--- src/hw/msd_pkg.sv ---
// Shared constants and carriers for the memory select and serial port decode block.
package msd_pkg;
  localparam int unsigned REG_AW = 8;
  localparam int unsigned REG_DW = 8;
  localparam int unsigned SEG_COUNT = 12;
  localparam int unsigned SEG_IDX_W = 4;
  localparam int unsigned ATTR_COUNT = 3;
  localparam int unsigned ECS_W = 3;

  localparam logic [REG_AW-1:0] SERIAL_CFG_OFS = 8'h4E;
  localparam logic [REG_AW-1:0] MEMSEL_CTRL_OFS = 8'h4F;
  localparam logic [REG_AW-1:0] ROM_C_ATTR_OFS = 8'h54;
  localparam logic [REG_AW-1:0] ROM_D_ATTR_OFS = 8'h55;
  localparam logic [REG_AW-1:0] BIOS_E_ATTR_OFS = 8'h56;

  localparam logic [REG_DW-1:0] ATTR_RESET = 8'h00;
  localparam logic MEMSEL_EN_RESET = 1'h0;
  localparam int unsigned MEMSEL_EN_BIT = 4;
  localparam int unsigned COM_A_LSB = 0;
  localparam int unsigned COM_B_LSB = 2;

  // Memory window 0C0000h to 0EFFFFh: top bits zero, bits 19:18 set, 17:16 not both set.
  localparam logic [11:0] SEG_TOP_ZERO = 12'h000;
  localparam logic [1:0] SEG_BAND = 2'h3;
  localparam logic [1:0] SEG_EXCLUDED = 2'h3;

  // Serial ranges compared on I/O address bits 15:3.
  localparam logic [12:0] COM_PRIMARY_BASE = 13'h007F;
  localparam logic [12:0] COM_SECONDARY_BASE = 13'h005F;

  // Encoded select codes; the values are arbitrary.
  localparam logic [ECS_W-1:0] ECS_IDLE = 3'h7;
  localparam logic [ECS_W-1:0] ECS_PORT_A = 3'h2;
  localparam logic [ECS_W-1:0] ECS_PORT_B = 3'h3;

  typedef enum logic [1:0] {
    MSD_COM_PRIMARY = 2'h0,
    MSD_COM_SECONDARY = 2'h1,
    MSD_COM_RSVD = 2'h2,
    MSD_COM_OFF = 2'h3
  } msd_com_sel_e;

  typedef struct packed {
    logic        valid;
    logic        io;
    logic        write;
    logic [31:0] addr;
  } msd_access_s;

  typedef struct packed {
    logic              wr;
    logic              rd;
    logic [REG_AW-1:0] addr;
    logic [REG_DW-1:0] wdata;
  } msd_reg_req_s;
endpackage

--- src/hw/msd_seg_decode.sv ---
// Combinational segment hit logic for the 0C0000h to 0EFFFFh memory window.
`timescale 1ns/1ps
module msd_seg_decode (
  // Attribute bits and global enable
  input  wire logic [2*msd_pkg::SEG_COUNT-1:0] attr_in,
  input  wire logic                             global_en_in,
  // Current access
  input  wire msd_pkg::msd_access_s             access_in,
  // Result
  output logic                                  hit_out
);
  import msd_pkg::*;

  logic                 in_window;
  logic [SEG_IDX_W-1:0] idx;
  logic [SEG_COUNT-1:0] seg_hit;

  assign in_window = access_in.addr[31:20] == SEG_TOP_ZERO
                     && access_in.addr[19:18] == SEG_BAND
                     && access_in.addr[17:16] != SEG_EXCLUDED;
  assign idx = access_in.addr[17:14];

  genvar g;
  generate
    for (g = 0; g < SEG_COUNT; g++) begin : g_seg
      assign seg_hit[g] = in_window && idx == SEG_IDX_W'(g)
                          && attr_in[2*g + (access_in.write ? 1 : 0)];
    end
  endgenerate

  assign hit_out = global_en_in && access_in.valid && !access_in.io && |seg_hit;
endmodule

--- src/hw/msd_com_decode.sv ---
// Combinational encoded select logic for the two serial ports.
`timescale 1ns/1ps
module msd_com_decode (
  // Port range fields
  input  wire msd_pkg::msd_com_sel_e   com_a_in,
  input  wire msd_pkg::msd_com_sel_e   com_b_in,
  // Current access
  input  wire msd_pkg::msd_access_s    access_in,
  // Result
  output logic [msd_pkg::ECS_W-1:0]    code_out
);
  import msd_pkg::*;

  logic io_ok;
  logic a_hit;
  logic b_hit;

  function automatic logic port_hit(input msd_com_sel_e sel, input logic [31:0] addr);
    logic r;
    r = 1'b0;
    unique case (sel)
      MSD_COM_PRIMARY: r = addr[15:3] == COM_PRIMARY_BASE;
      MSD_COM_SECONDARY: r = addr[15:3] == COM_SECONDARY_BASE;
      MSD_COM_RSVD,
      MSD_COM_OFF: r = 1'b0;
    endcase
    return r;
  endfunction

  assign io_ok = access_in.valid && access_in.io;
  assign a_hit = io_ok && port_hit(com_a_in, access_in.addr);
  assign b_hit = io_ok && port_hit(com_b_in, access_in.addr) && com_a_in != com_b_in;

  assign code_out = a_hit ? ECS_PORT_A : (b_hit ? ECS_PORT_B : ECS_IDLE);
endmodule

--- src/hw/msd_decode_top.sv ---
// Register file and registered outputs of the memory select and serial decode block.
//
// Local design decision: the plain strobed port.
`timescale 1ns/1ps
// Summary of operation
// - Serial A field picks 3F8h, 2F8h or off.
// - Hit in chosen range drives port A code.
// - Reset leaves serial A field disabled.
// - Same range on both ports mutes B.
// - Read enable set selects memory on reads.
// - Write enable set selects memory on writes.
// - Cleared enable bit blocks that direction.
// - Both clear or global off blocks segment.
// - First attribute register covers 0C segments.
// - Second attribute register covers 0D segments.
// - Third attribute register covers 0E segments.
// - Attribute registers reset zero, read back.
module msd_decode_top (
  // Clock and reset
  input  wire logic                      clk_in,
  input  wire logic                      rstn_in,
  // Register port
  input  wire msd_pkg::msd_reg_req_s     reg_req_in,
  output logic [msd_pkg::REG_DW-1:0]     reg_rdata_out,
  // Access under decode
  input  wire msd_pkg::msd_access_s      access_in,
  // Decode results
  output logic                           main_memory_select_n_out,
  output logic [msd_pkg::ECS_W-1:0]      encoded_select_lines_out
);
  import msd_pkg::*;

  localparam logic [1:0] IDX_NONE = 2'h3;

  logic [REG_DW-1:0]              attr [ATTR_COUNT];
  logic [REG_DW-1:0]              next_attr [ATTR_COUNT];
  msd_com_sel_e                   com_a;
  msd_com_sel_e                   next_com_a;
  msd_com_sel_e                   com_b;
  msd_com_sel_e                   next_com_b;
  logic                           memsel_en;
  logic                           next_memsel_en;
  logic [REG_DW-1:0]              next_rdata;
  logic                           next_mem_sel_n;
  logic [ECS_W-1:0]               next_ecs;
  logic [2*SEG_COUNT-1:0]         attr_flat;
  logic                           mem_hit;
  logic [ECS_W-1:0]               com_code;

  // Maps a register offset onto an attribute register number.
  function automatic logic [1:0] attr_index(input logic [REG_AW-1:0] a);
    logic [1:0] r;
    r = IDX_NONE;
    if (a == ROM_C_ATTR_OFS) begin
      r = 2'h0;
    end else if (a == ROM_D_ATTR_OFS) begin
      r = 2'h1;
    end else if (a == BIOS_E_ATTR_OFS) begin
      r = 2'h2;
    end
    return r;
  endfunction

  assign attr_flat = {attr[2], attr[1], attr[0]};

  // Register writes.
  always_comb begin
    logic [1:0] wi;
    wi = attr_index(reg_req_in.addr);
    next_attr = attr;
    next_com_a = com_a;
    next_com_b = com_b;
    next_memsel_en = memsel_en;
    if (reg_req_in.wr) begin
      if (wi != IDX_NONE) begin
        next_attr[wi] = reg_req_in.wdata;
      end else if (reg_req_in.addr == SERIAL_CFG_OFS) begin
        next_com_a = msd_com_sel_e'(reg_req_in.wdata[COM_A_LSB +: 2]);
        next_com_b = msd_com_sel_e'(reg_req_in.wdata[COM_B_LSB +: 2]);
      end else if (reg_req_in.addr == MEMSEL_CTRL_OFS) begin
        next_memsel_en = reg_req_in.wdata[MEMSEL_EN_BIT];
      end
    end
  end

  always_ff @(posedge clk_in or negedge rstn_in) begin
    if (!rstn_in) begin
      for (int i = 0; i < ATTR_COUNT; i++) begin
        attr[i] <= ATTR_RESET;
      end
      com_a <= MSD_COM_OFF;
      com_b <= MSD_COM_OFF;
      memsel_en <= MEMSEL_EN_RESET;
    end else begin
      attr <= next_attr;
      com_a <= next_com_a;
      com_b <= next_com_b;
      memsel_en <= next_memsel_en;
    end
  end

  // Read data: valid only in the cycle after the strobe; unmapped reads give zero.
  always_comb begin
    logic [1:0] ri;
    ri = attr_index(reg_req_in.addr);
    next_rdata = '0;
    if (reg_req_in.rd) begin
      if (ri != IDX_NONE) begin
        next_rdata = attr[ri];
      end else if (reg_req_in.addr == SERIAL_CFG_OFS) begin
        next_rdata[COM_A_LSB +: 2] = com_a;
        next_rdata[COM_B_LSB +: 2] = com_b;
      end else if (reg_req_in.addr == MEMSEL_CTRL_OFS) begin
        next_rdata[MEMSEL_EN_BIT] = memsel_en;
      end
    end
  end

  msd_seg_decode u_seg (
    .attr_in      (attr_flat),
    .global_en_in (memsel_en),
    .access_in    (access_in),
    .hit_out      (mem_hit)
  );

  msd_com_decode u_com (
    .com_a_in  (com_a),
    .com_b_in  (com_b),
    .access_in (access_in),
    .code_out  (com_code)
  );

  // The decision itself is combinational; one flop stage keeps the pins glitch free,
  // at the cost of one cycle from address to select.
  // decode from live inputs.
  always_comb begin
    next_mem_sel_n = !mem_hit;
    next_ecs = com_code;
  end

  always_ff @(posedge clk_in or negedge rstn_in) begin
    if (!rstn_in) begin
      reg_rdata_out <= '0;
      main_memory_select_n_out <= 1'b1;
      encoded_select_lines_out <= ECS_IDLE;
    end else begin
      reg_rdata_out <= next_rdata;
      main_memory_select_n_out <= next_mem_sel_n;
      encoded_select_lines_out <= next_ecs;
    end
  end

  // Helper logic for the checks below.
  logic                 chk_window;
  logic [SEG_IDX_W-1:0] chk_idx;
  logic                 chk_bit;
  logic                 chk_mem;
  logic                 chk_io;
  logic                 serial_written;
  logic                 attr_written;
  logic                 chk_attr_wr;
  logic                 chk_unmapped;

  assign chk_window = access_in.addr[31:20] == SEG_TOP_ZERO
                      && access_in.addr[19:18] == SEG_BAND
                      && access_in.addr[17:16] != SEG_EXCLUDED;
  assign chk_idx = access_in.addr[17:14];
  assign chk_bit = attr_flat[{chk_idx, access_in.write}];
  assign chk_mem = access_in.valid && !access_in.io && chk_window;
  assign chk_io = access_in.valid && access_in.io;
  // Register strobe decodes shared by the register checks.
  assign chk_attr_wr = reg_req_in.wr && attr_index(reg_req_in.addr) != IDX_NONE;
  assign chk_unmapped = attr_index(reg_req_in.addr) == IDX_NONE
                        && reg_req_in.addr != SERIAL_CFG_OFS
                        && reg_req_in.addr != MEMSEL_CTRL_OFS;

  always_ff @(posedge clk_in or negedge rstn_in) begin
    if (!rstn_in) begin
      serial_written <= 1'b0;
      attr_written <= 1'b0;
    end else begin
      if (reg_req_in.wr && reg_req_in.addr == SERIAL_CFG_OFS) begin
        serial_written <= 1'b1;
      end
      if (reg_req_in.wr && attr_index(reg_req_in.addr) != IDX_NONE) begin
        attr_written <= 1'b1;
      end
    end
  end
endmodule

--- config.mk ---
export PLATFORM = sky130hd
export DESIGN_NAME = msd_decode_top
export DESIGN_NICKNAME = d
export VERILOG_FILES = /design/src/hw/msd_pkg.sv /design/src/hw/msd_seg_decode.sv /design/src/hw/msd_com_decode.sv /design/src/hw/msd_decode_top.sv
export SDC_FILE = /design/constraint.sdc
export NUM_CORES = 1
export LEC_CHECK = 0
export BUFFER_PORTS_ARGS = -buffer_cell sky130_fd_sc_hd__buf_2
export CAP_MARGIN = 20
export CORE_ASPECT_RATIO = 0.9
export CORE_UTILIZATION = 51
export CTS_CLUSTER_SIZE = 10
export DETAILED_ROUTE_END_ITERATION = 10
export GPL_TIMING_DRIVEN = 0
export HOLD_SLACK_MARGIN = 0.15
export PLACE_DENSITY = 0.86
export SLEW_MARGIN = 30
export SYNTH_ARGS = -nofsm -noshare
export SYNTH_HDL_FRONTEND = slang
export SYNTH_SLANG_ARGS = --single-unit
--- constraint.sdc ---
create_clock -name clk_in -period 2.02 [get_ports clk_in]
set_clock_uncertainty 0.2 [all_clocks]
set_input_delay 0.404 -clock clk_in [delete_from_list [all_inputs] [get_ports clk_in]]
set_output_delay 0.404 -clock clk_in [all_outputs]
set_load 0.01 [all_outputs]
==> metrics.txt, run 1 <==
Arrival @ worst endpoint=1.89 ns; crit-path max FO=8; Worst-Skew Late Latency=0.29 ns; die span in y=63.0 um; Synth Register Bits=40; Final Cycle Share=0.952; Req. time, crit path=1.99 ns; crit path from=reg_req_in[11]; Setup Buffers After CTS=0; status=finished clean; clock share of power=0.339; HP Start=reg_req_in[7]; Fill cells=289; Tot Pwr=1590 uW; # IOs=67; commonest non-fill, non-tap cell in the layout=buf_2; CTS H-tree depth=2; post-route ant nets=0; Starting Density=0.550; largest net degree at the start of global routing=41; reg-to-reg startpoint=attr[3]; maximum clock rate=520 MHz; clk buf depth=2; Pwr Density=621 nW/um^2; Tightest Pin Transition=0.610 ns; CTS tree=yes; syn_area_per_cell=12.5 sq um; Power Internal=1210 uW; top_reg_cell synth=dfrtp_1; # diodes=0; via count=1653; peak supply drop=0.439 mV; Setup TNS=0 ns; Fin. Hold Viols=0; CP Class=in2reg; clock sink count=40; gpl congestion=0.787; Syn Nets=223; Post-Syn Area=2110 sq um; Post-synth EDFFs=0; Hold Path Class=in2reg; slew margin rel.=0.590; Sw Ratio=0.238; unrepaired setup endpoints after global routing=false; LEAKAGE=0.00128 uW; endpoint type of the worst setup path=flip-flop; Core Area=3840 sq um; Post-DP HPWL=3500 um; number of global-route vias before repair=1629; row count=21; CP startpoint kind=input port; final wirelength=4740 um; nets=290; Yosys cell types=40; Post-CTS Resized=0; fraction of layout cells with a size suffix above 1=0.496; Iter 0 DRT Violations=91; wire length per cell=16.8 um; drt via density=5.86; CTS root buffer=clkbuf_8; drt drc=0; TritonCTS Buffers=5; combinational power share=0.124; post-synthesis sequential area ratio=0.479; Finish-stage setup viols=0; initial antenna violation count=0; ys async rst share=1.00; GR Util All Layers=0.231; Area after DPL=2460 sq um; Seq pwr share=0.538; Design Area, Final=2560 sq um; Period minus WS final=1.92 ns; commonest cells after routing, fill and taps aside=buf_2, mux2_2, dfrtp_1, mux2i_1, nor2_1; Max Slew Vio Count=0; Syn Inst Count=168; Die Wd=69.8 um; Net Sw Power=379 uW; # Max-Cap Violations=0; global route overflow=0; die area=4400 sq um; yosys warns=0; First-pass DRT Iterations=4; first-pass GRT wire length=7770 um; clock slew at reported path FFs=0.07 ns; Port Buf Inserts=59; Area growth syn-to-layout=21.6%
[Yosys cell counts, drive strengths merged, types with 3 or more instances]
cell type / instances / area share
mux2: 34 / 0.18
dfrtp: 33 / 0.39
mux2i: 12 / 0.057
nor2: 9 / 0.017
buf: 7 / 0.022
dfstp: 7 / 0.087
nand3: 6 / 0.014
o22ai: 6 / 0.018
a211oi: 5 / 0.018
nand2: 5 / 0.0089
a22oi: 3 / 0.011
nand2b: 3 / 0.0089
nand3b: 3 / 0.011
nor4: 3 / 0.0089
o211a: 3 / 0.014
[stage by stage]
stage | hold slack (ns) | setup slack, ns | instances | util
after floorplan | -0.0916 | 0.112 | 168 | -
after global placement | 0.313 | -0.166 | 273 | 0.642
after detailed placement | 0.319 | -0.203 | 273 | 0.642
after CTS | 0.169 | 0.0999 | 282 | 0.668
after global routing | 0.174 | 0.0620 | 282 | 0.668
final | 0.175 | 0.0961 | 282 | 0.668
[flip-flops by register name, indices dropped and copies added, names as in the netlist]
register	cells
attr	24
reg_rdata_out	8
com_a	2
com_b	2
encoded_select_lines_out	2
main_memory_select_n_out	1
memsel_en	1
[area by class of cell]
type | instances | area [sq um] | area share
clock buffer | 8 | 90.1 | 0.0351
inverter | 2 | 7.51 | 0.00293
sequential | 40 | 1010 | 0.394
tap | 46 | 57.6 | 0.0224
buffer | 8 | 50.0 | 0.0195
multi-input combinational | 118 | 1040 | 0.406
timing repair buffer | 60 | 308 | 0.120
[final timing paths]
path / to / slack [ns] / cells after the start
max: attr[15] / 0.1 / 6
min reg2reg: attr[11] / 0.34 / 1
min in group asynchronous: attr[3] / 0.42 / 2
max in group asynchronous: com_a[1] / 0.83 / 2
max reg2reg: main_memory_select_n_out / 0.30 / 4
min: attr[23] / 0.18 / 2
[what timing repair did]
item / CTS / global route
hold buffers: 1 / 0
endpoints found under the hold margin: 33 / 0
setup endpoints to repair: 0 / 0
[logic make-up after synthesis]
logic type / Yosys count / share of synthesized area
AO/OA/AOI/OAI: 21 / 0.0742
XOR/XNOR: 2 / 0.00831
buffers and inverters: 10 / 0.0273
flip-flops: 40 / 0.479
multiplexers: 48 / 0.264
other: 1 / 0.00178
AND/OR/NAND/NOR: 46 / 0.146
[critical path: stages]
cell	delay, ns
buf_2	0.10
nand2b_1	0.23
nor3_4	0.35
and3_1	0.20
buf_2	0.24
mux2_2	0.36
[per-layer routing]
layer / up-vias / global-route usage / wire [um]
li1: 768 / - / -
met1: 818 / 0.304 / 2020
met2: 59 / 0.369 / 2340
met3: 8 / 0.0694 / 311
met4: 0 / 0.0700 / 64
met5: - / 0 / 0
[power groups by stage]
stage                     Sequential (uW)  Clock (uW)  Combinational [uW]
after floorplan                       861           0                 103
after global placement                868           0                 189
after detailed placement              870           0                 194
after CTS                             855         550                 196
after global routing                  858         585                 217
final                                 856         540                 197
Note: power is estimated with default switching activity, not from simulation.
==> run 2, diff against run 1 <==
--- a/config.mk
+++ b/config.mk
@@ -14,6 +14,7 @@
 export GPL_TIMING_DRIVEN = 0
 export HOLD_SLACK_MARGIN = 0.15
 export PLACE_DENSITY = 0.86
+export SETUP_SLACK_MARGIN = 0.3
 export SLEW_MARGIN = 30
 export SYNTH_ARGS = -nofsm -noshare
 export SYNTH_HDL_FRONTEND = slang
==> metrics.txt, run 2 (synthesis results as in run 1) <==
largest net degree at the start of global routing=41 (unchanged); Final Cycle Share=0.849 (-0.103); Port Buf Inserts=59 (unchanged); CP max-delay cell=mux2_2; unrepaired setup endpoints after global routing=true; Iter 0 DRT Violations=112 (+23%); Final WS setup=0.304 ns (+0.208 ns); Tightest Pin Transition=0.576 ns (-0.0334 ns); drt via density=5.77 (-1.6%); First-pass DRT Iterations=4 (unchanged); Max Slew Vio Count=0 (unchanged); Crit path top cell by count=buf_6; final wirelength=4610 um (-2.8%); top flop regs=attr x24, reg_rdata_out x8; # IOs=67 (unchanged); number of global-route vias before repair=1630 (+0.061%); CTS H-tree depth=2 (unchanged); status=finished clean; endpoint type of the worst setup path=flip-flop; Worst-Skew Late Latency=0.29 ns (about the same); met3 wire len=330 um (+6.1%); register with the most flip-flops=attr; # Max-Cap Violations=0 (unchanged); Req. time, crit path=1.99 ns (about the same); clock sink count=40 (unchanged); global route overflow=0 (unchanged); row count=21 (unchanged); CTS root buffer=clkbuf_8; CP Class=in2reg; commonest non-fill, non-tap cell in the layout=buf_2; pre-CTS WS=-0.130 ns (+0.0734 ns); worst path cell trace=buf_6 -> nand4bb_4 -> nor2_4 -> and4b_1 -> buf_6 -> mux2_2; crit-path max FO=8 (unchanged); CP startpoint kind=input port; GR Util All Layers=0.223 (-0.00778); Finish-stage setup viols=0 (unchanged); post-route ant nets=0 (unchanged); clk buf depth=2 (unchanged); peak supply drop=0.374 mV (-15%); Die Wd=69.8 um (unchanged); via count=1655 (+0.12%); wire length per cell=16.0 um (-4.5%); detailed-route wire length on metal 1=2040 um (+0.89%); Arrival @ worst endpoint=1.69 ns (-0.20 ns); Hold Path Class=in2reg; Pwr Density=602 nW/um^2 (-3.0%); max FFs per register=24 (unchanged); max layer used=met4; nets=295 (+1.7%); clock slew at reported path FFs=0.08 ns (about the same); fraction of layout cells with a size suffix above 1=0.531 (+0.0354); die span in y=63.0 um (unchanged); initial antenna violation count=0 (unchanged); Fill cells=260 (-10%); die area=4400 sq um (unchanged); drt drc=0 (unchanged); metal2 WL=2160 um (-7.5%); Hold Slack=0.168 ns (-0.00778 ns); Fin. Hold Viols=0 (unchanged); maximum clock rate=583 MHz (+12%); # diodes=0 (unchanged); LEAKAGE=0.00133 uW (+4.1%); Area growth syn-to-layout=29.1%; CTS tree=yes; commonest cells after routing, fill and taps aside=buf_2, dfrtp_1, mux2_2, mux2_4, mux2i_1; Post-DP HPWL=3420 um (-2.1%); Period minus WS final=1.72 ns (-0.208 ns); gpl congestion=0.895 (+14%); first-pass GRT wire length=7530 um (-3.0%); crit-path max cell delay=0.34 ns (-0.02 ns); slew margin rel.=0.612 (+0.0225); Core Area=3840 sq um (unchanged); TritonCTS Buffers=5 (unchanged); Starting Density=0.550 (unchanged)
==> run 2: cell count changes in the layout (fill, tap and decap cells not counted), sizes merged <==
cell | previous run | this run
buf | 66 | 71
==> run 2: repair_timing <==
action,in CTS,in global routing
endpoints found under the setup margin,24,28
resized for setup,3,5
hold endpoints to repair,33,0
pin swaps,1,4
hold buffers,1,0
setup buffers,1,4
==> run 2: layout make-up <==
type | count | area [sq um] | area share
Inverter | 2 | 7.51 | 0.00276
Tap cell | 46 | 57.6 | 0.0211
Sequential cell | 40 | 1010 | 0.371
Multi-Input combinational cell | 118 | 1120 | 0.411
Buffer | 8 | 77.6 | 0.0285
Timing Repair Buffer | 65 | 352 | 0.129
Clock buffer | 8 | 100 | 0.0368
==> run 2: report_power, final <==
group	switching [uW]	internal, uW	leakage (uW)
registers	25.7	832	0.000529
clock network	257	311	0.0000515
logic	94.9	118	0.000747
==> run 2: routing by layer <==
| metal | global-route usage | vias to the layer above |
|---|---|---|
| met4 | 0.0850 | 0 |
| li1 | - | 777 |
| met5 | 0 | - |
| met3 | 0.0516 | 6 |
| met1 | 0.294 | 807 |
| met2 | 0.358 | 65 |
==> run 2: critical path: cells and delay by family <==
family | cells | cell delay [ns]
buf+inv | 2 | 0.24
simple gates | 3 | 0.70
mux | 1 | 0.34
==> run 2: per-stage QoR <==
stage          TNS, ns  utilization  cell area [sq um]  total power [uW]  cells
2_1_floorplan        0            -               2190               978    168
3_3_place_gp     -2.27        0.662               2540              1070    273
3_5_place_dp     -2.83        0.662               2540              1080    273
4_1_cts              0        0.696               2670              1650    283
5_1_grt              0        0.710               2720              1720    287
6_report             0        0.710               2720              1640    287
==> run 2: path summary, 6_finish.rpt <==
kind	startpoint	end	slack [ns]	cells past startpoint
max	reg_req_in[15]	attr[1]	0.30	6
min	reg_req_in[5]	attr[21]	0.17	2
max reg2reg	attr[2]	main_memory_select_n_out	0.34	4
min reg2reg	attr[7]	attr[7]	0.34	1
max in group asynchronous	rstn_in	com_b[0]	0.84	2
min in group asynchronous	rstn_in	attr[13]	0.41	2
==> run 3, diff against run 2 <==
--- a/config.mk
+++ b/config.mk
@@ -5,15 +5,16 @@
 export SDC_FILE = /design/constraint.sdc
 export NUM_CORES = 1
 export LEC_CHECK = 0
+export ABC_AREA = 1
 export BUFFER_PORTS_ARGS = -buffer_cell sky130_fd_sc_hd__buf_2
 export CAP_MARGIN = 20
 export CORE_ASPECT_RATIO = 0.9
-export CORE_UTILIZATION = 51
+export CORE_UTILIZATION = 52
 export CTS_CLUSTER_SIZE = 10
 export DETAILED_ROUTE_END_ITERATION = 10
 export GPL_TIMING_DRIVEN = 0
 export HOLD_SLACK_MARGIN = 0.15
-export PLACE_DENSITY = 0.86
+export PLACE_DENSITY = 0.85
 export SETUP_SLACK_MARGIN = 0.3
 export SLEW_MARGIN = 30
 export SYNTH_ARGS = -nofsm -noshare
==> constraint.sdc (replaced) <==
create_clock -name clk_in -period 1.69 [get_ports clk_in]
set_clock_uncertainty 0.2 [all_clocks]
set_input_delay 0.338 -clock clk_in [delete_from_list [all_inputs] [get_ports clk_in]]
set_output_delay 0.338 -clock clk_in [all_outputs]
set_load 0.01 [all_outputs]
==> metrics.txt, run 3 <==
CP max-delay cell=dfstp_2; post-route ant nets=0 (unchanged); yosys warns=0 (unchanged); Req. time, crit path=1.15 ns (-0.84 ns); clk buf depth=2 (unchanged); buffers plus inverters on the worst setup path=1 (-1); die span in y=66.6 um (+5.8%); fraction of layout cells with a size suffix above 1=0.359 (-0.172); Hold Slack=0.131 ns (-0.0362 ns); CTS root buffer=clkbuf_8; nets=475 (+61%); register with the most flip-flops=attr; crit-path max cell delay=0.53 ns (+0.19 ns); Synth area leader=dfrtp_1; Crit Reg-Reg Endpoint=main_memory_select_n_out; register area=1010 sq um (unchanged); Yosys cell types=29 (-28%); CTS tree=yes; max FFs per register=24 (unchanged); Pwr Density=657 nW/um^2 (+9.0%); Iter 0 DRT Violations=208 (+86%); most common cell in the netlist=nand2_1; via count=2492 (+51%); wire length per cell=13.3 um (-17%); HP Start=access_in[23]; GR Util All Layers=0.257 (+0.0340); top_reg_cell synth=dfrtp_1; adder-cell share of the synthesized area=0 (unchanged); Die Wd=73.8 um (+5.8%); clock slew at reported path FFs=0.07 ns (about the same); Syn Nets=382 (+71%); Core Area=4460 sq um (+16%); clock sink count=40 (unchanged); reg2reg setup slack=0.34 ns (about the same); # Max-Cap Violations=0 (unchanged); CP Class=reg2out; main combinational cell family by area after synthesis=simple AND/OR/NAND/NOR gates; post-synthesis xor/xnor area fraction=0 (-0.00831); row count=23 (+9.5%); drt via density=5.16 (-11%); Post-Syn Area=2410 sq um (+14%); Period minus WS final=1.46 ns; final wirelength=6420 um (+39%); mux share of post-synthesis cell area=0 (-0.264); LEAKAGE=0.00177 uW (+33%); CTS H-tree depth=2 (unchanged); Hold Path Class=in2reg; Tot Pwr=2200 uW (+34%); Yosys top cell area share=0.342 (-0.0495); die area=4920 sq um (+12%); post-synthesis sequential area ratio=0.418 (-0.0606); Post-synth EDFFs=0 (unchanged); Worst-Skew Late Latency=0.31 ns (+0.02 ns); global route overflow=0 (unchanged); largest net degree at the start of global routing=41 (unchanged); Area growth syn-to-layout=38.9%; unrepaired setup endpoints after global routing=true; crit-path max FO=1 (-7); Fill cells=308 (+18%); Max Slew Vio Count=0 (unchanged); Starting Density=0.541 (-0.00848); crit path from=main_memory_select_n_out; initial antenna violation count=0 (unchanged); status=finished clean; maximum clock rate=686 MHz; multi-input logic area=1240 sq um (+11%); commonest non-fill, non-tap cell in the layout=nand2_1; Final Cycle Share=0.863; CP top delay family=flip-flops; gpl congestion=0.887 (-0.83%); commonest cells after routing, fill and taps aside=nand2_1, buf_2, inv_1, dfrtp_1, nand3_1; reg-to-reg startpoint=attr[23]; endpoint type of the worst setup path=primary output; worst r2r path cells=9 (+5); compound-gate portion of the synthesized area=0.118 (+0.0440); Port Buf Inserts=61 (+3.4%); Finish-stage setup viols=0 (unchanged); CP Depth=1 (-5); TritonCTS Buffers=5 (unchanged); top flop regs=attr x24, reg_rdata_out x8; worst path cell trace=buf_6; Arrival @ worst endpoint=0.92 ns (-0.77 ns); largest cells by area after synthesis=dfrtp_1, nand2_1, inv_1; syn_area_per_cell=7.38 sq um (-41%); ys async rst share=1.00 (unchanged); peak supply drop=0.553 mV (+48%); Fin. Hold Viols=0 (unchanged); # IOs=67 (unchanged); First-pass DRT Iterations=7 (+3); Post-synth top cells=nand2_1, inv_1, dfrtp_1; Critical Path End=main_memory_select_n_out; drt drc=0 (unchanged); Post-Synth Simple-Gate Area=0.351 (+0.205); Syn Inst Count=327 (+95%); number of global-route vias before repair=2059 (+26%); first-pass GRT wire length=9260 um (+23%); # diodes=0 (unchanged); CP startpoint kind=flip-flop; Synth Register Bits=40 (unchanged); Post-DP HPWL=4380 um (+28%)
-- run 3: cell types whose count changed after synthesis, sizes merged, moves of 6 or more --
cell | before | now
o22ai | 6 | 0
nand2 | 5 | 113
inv | 2 | 55
o21ai | 1 | 36
mux2i | 12 | 0
nand3 | 6 | 24
mux2 | 34 | 0
nand4 | 1 | 9
nor2 | 9 | 25
-- run 3: through the flow --
stage	area (sq um)	TNS [ns]	utilization	setup WS (ns)	std cells
after detailed placement	2830	-3.95	0.635	-0.196	450
final	3350	0	0.751	0.232	483
after CTS	3090	0	0.694	0.228	470
after global placement	2830	-3.13	0.635	-0.182	450
after global routing	3350	0	0.751	0.197	483
after floorplan	2450	0	-	0.137	327
-- run 3: how the worst min path moves through the flow --
stage	end	slack, ns	cells after the start
after floorplan	attr[0]	-0.16	0
after global placement	attr[23]	0.27	2
after detailed placement	attr[13]	0.27	2
after CTS	attr[21]	-0.03	1
after global routing	main_memory_select_n_out	0.16	5
final	main_memory_select_n_out	0.13	5
-- run 3: area by class of cell --
type | count | area share
Sequential cell | 40 | 0.301
Inverter | 56 | 0.0664
Tap cell | 62 | 0.0231
Buffer | 6 | 0.0224
Timing Repair Buffer | 86 | 0.181
Clock buffer | 6 | 0.0246
Multi-Input combinational cell | 225 | 0.369
Clock inverter | 2 | 0.0116
-- run 3: logic make-up (layout without fill, tap and decap cells) --
logic type	after synthesis	count (layout)
flops	40	40
buf+inv	62	156
other cells	1	1
compound gates	43	43
simple gates	181	181
-- run 3: routing by layer --
metal,vias up,part of all wire,track usage
li1,1217,-,-
met1,1116,0.42,0.351
met2,134,0.47,0.399
met3,25,0.084,0.0711
met4,0,0.024,0.0721
met5,-,0,0
-- run 3: where the power goes --
part	switching, uW	leakage [uW]	total [uW]	internal (uW)
clock	350	0.0000614	832	483
combinational	200	0.00118	346	145
sequential	27.1	0.000529	1020	996
-- run 3: timing repair --
item,CTS,global route
pin swaps,5,9
gates resized for setup,7,32
endpoints found under the hold margin,44,17
gates cloned,0,3
hold buffers,4,1
endpoints found under the setup margin,36,39
buffers inserted,8,8
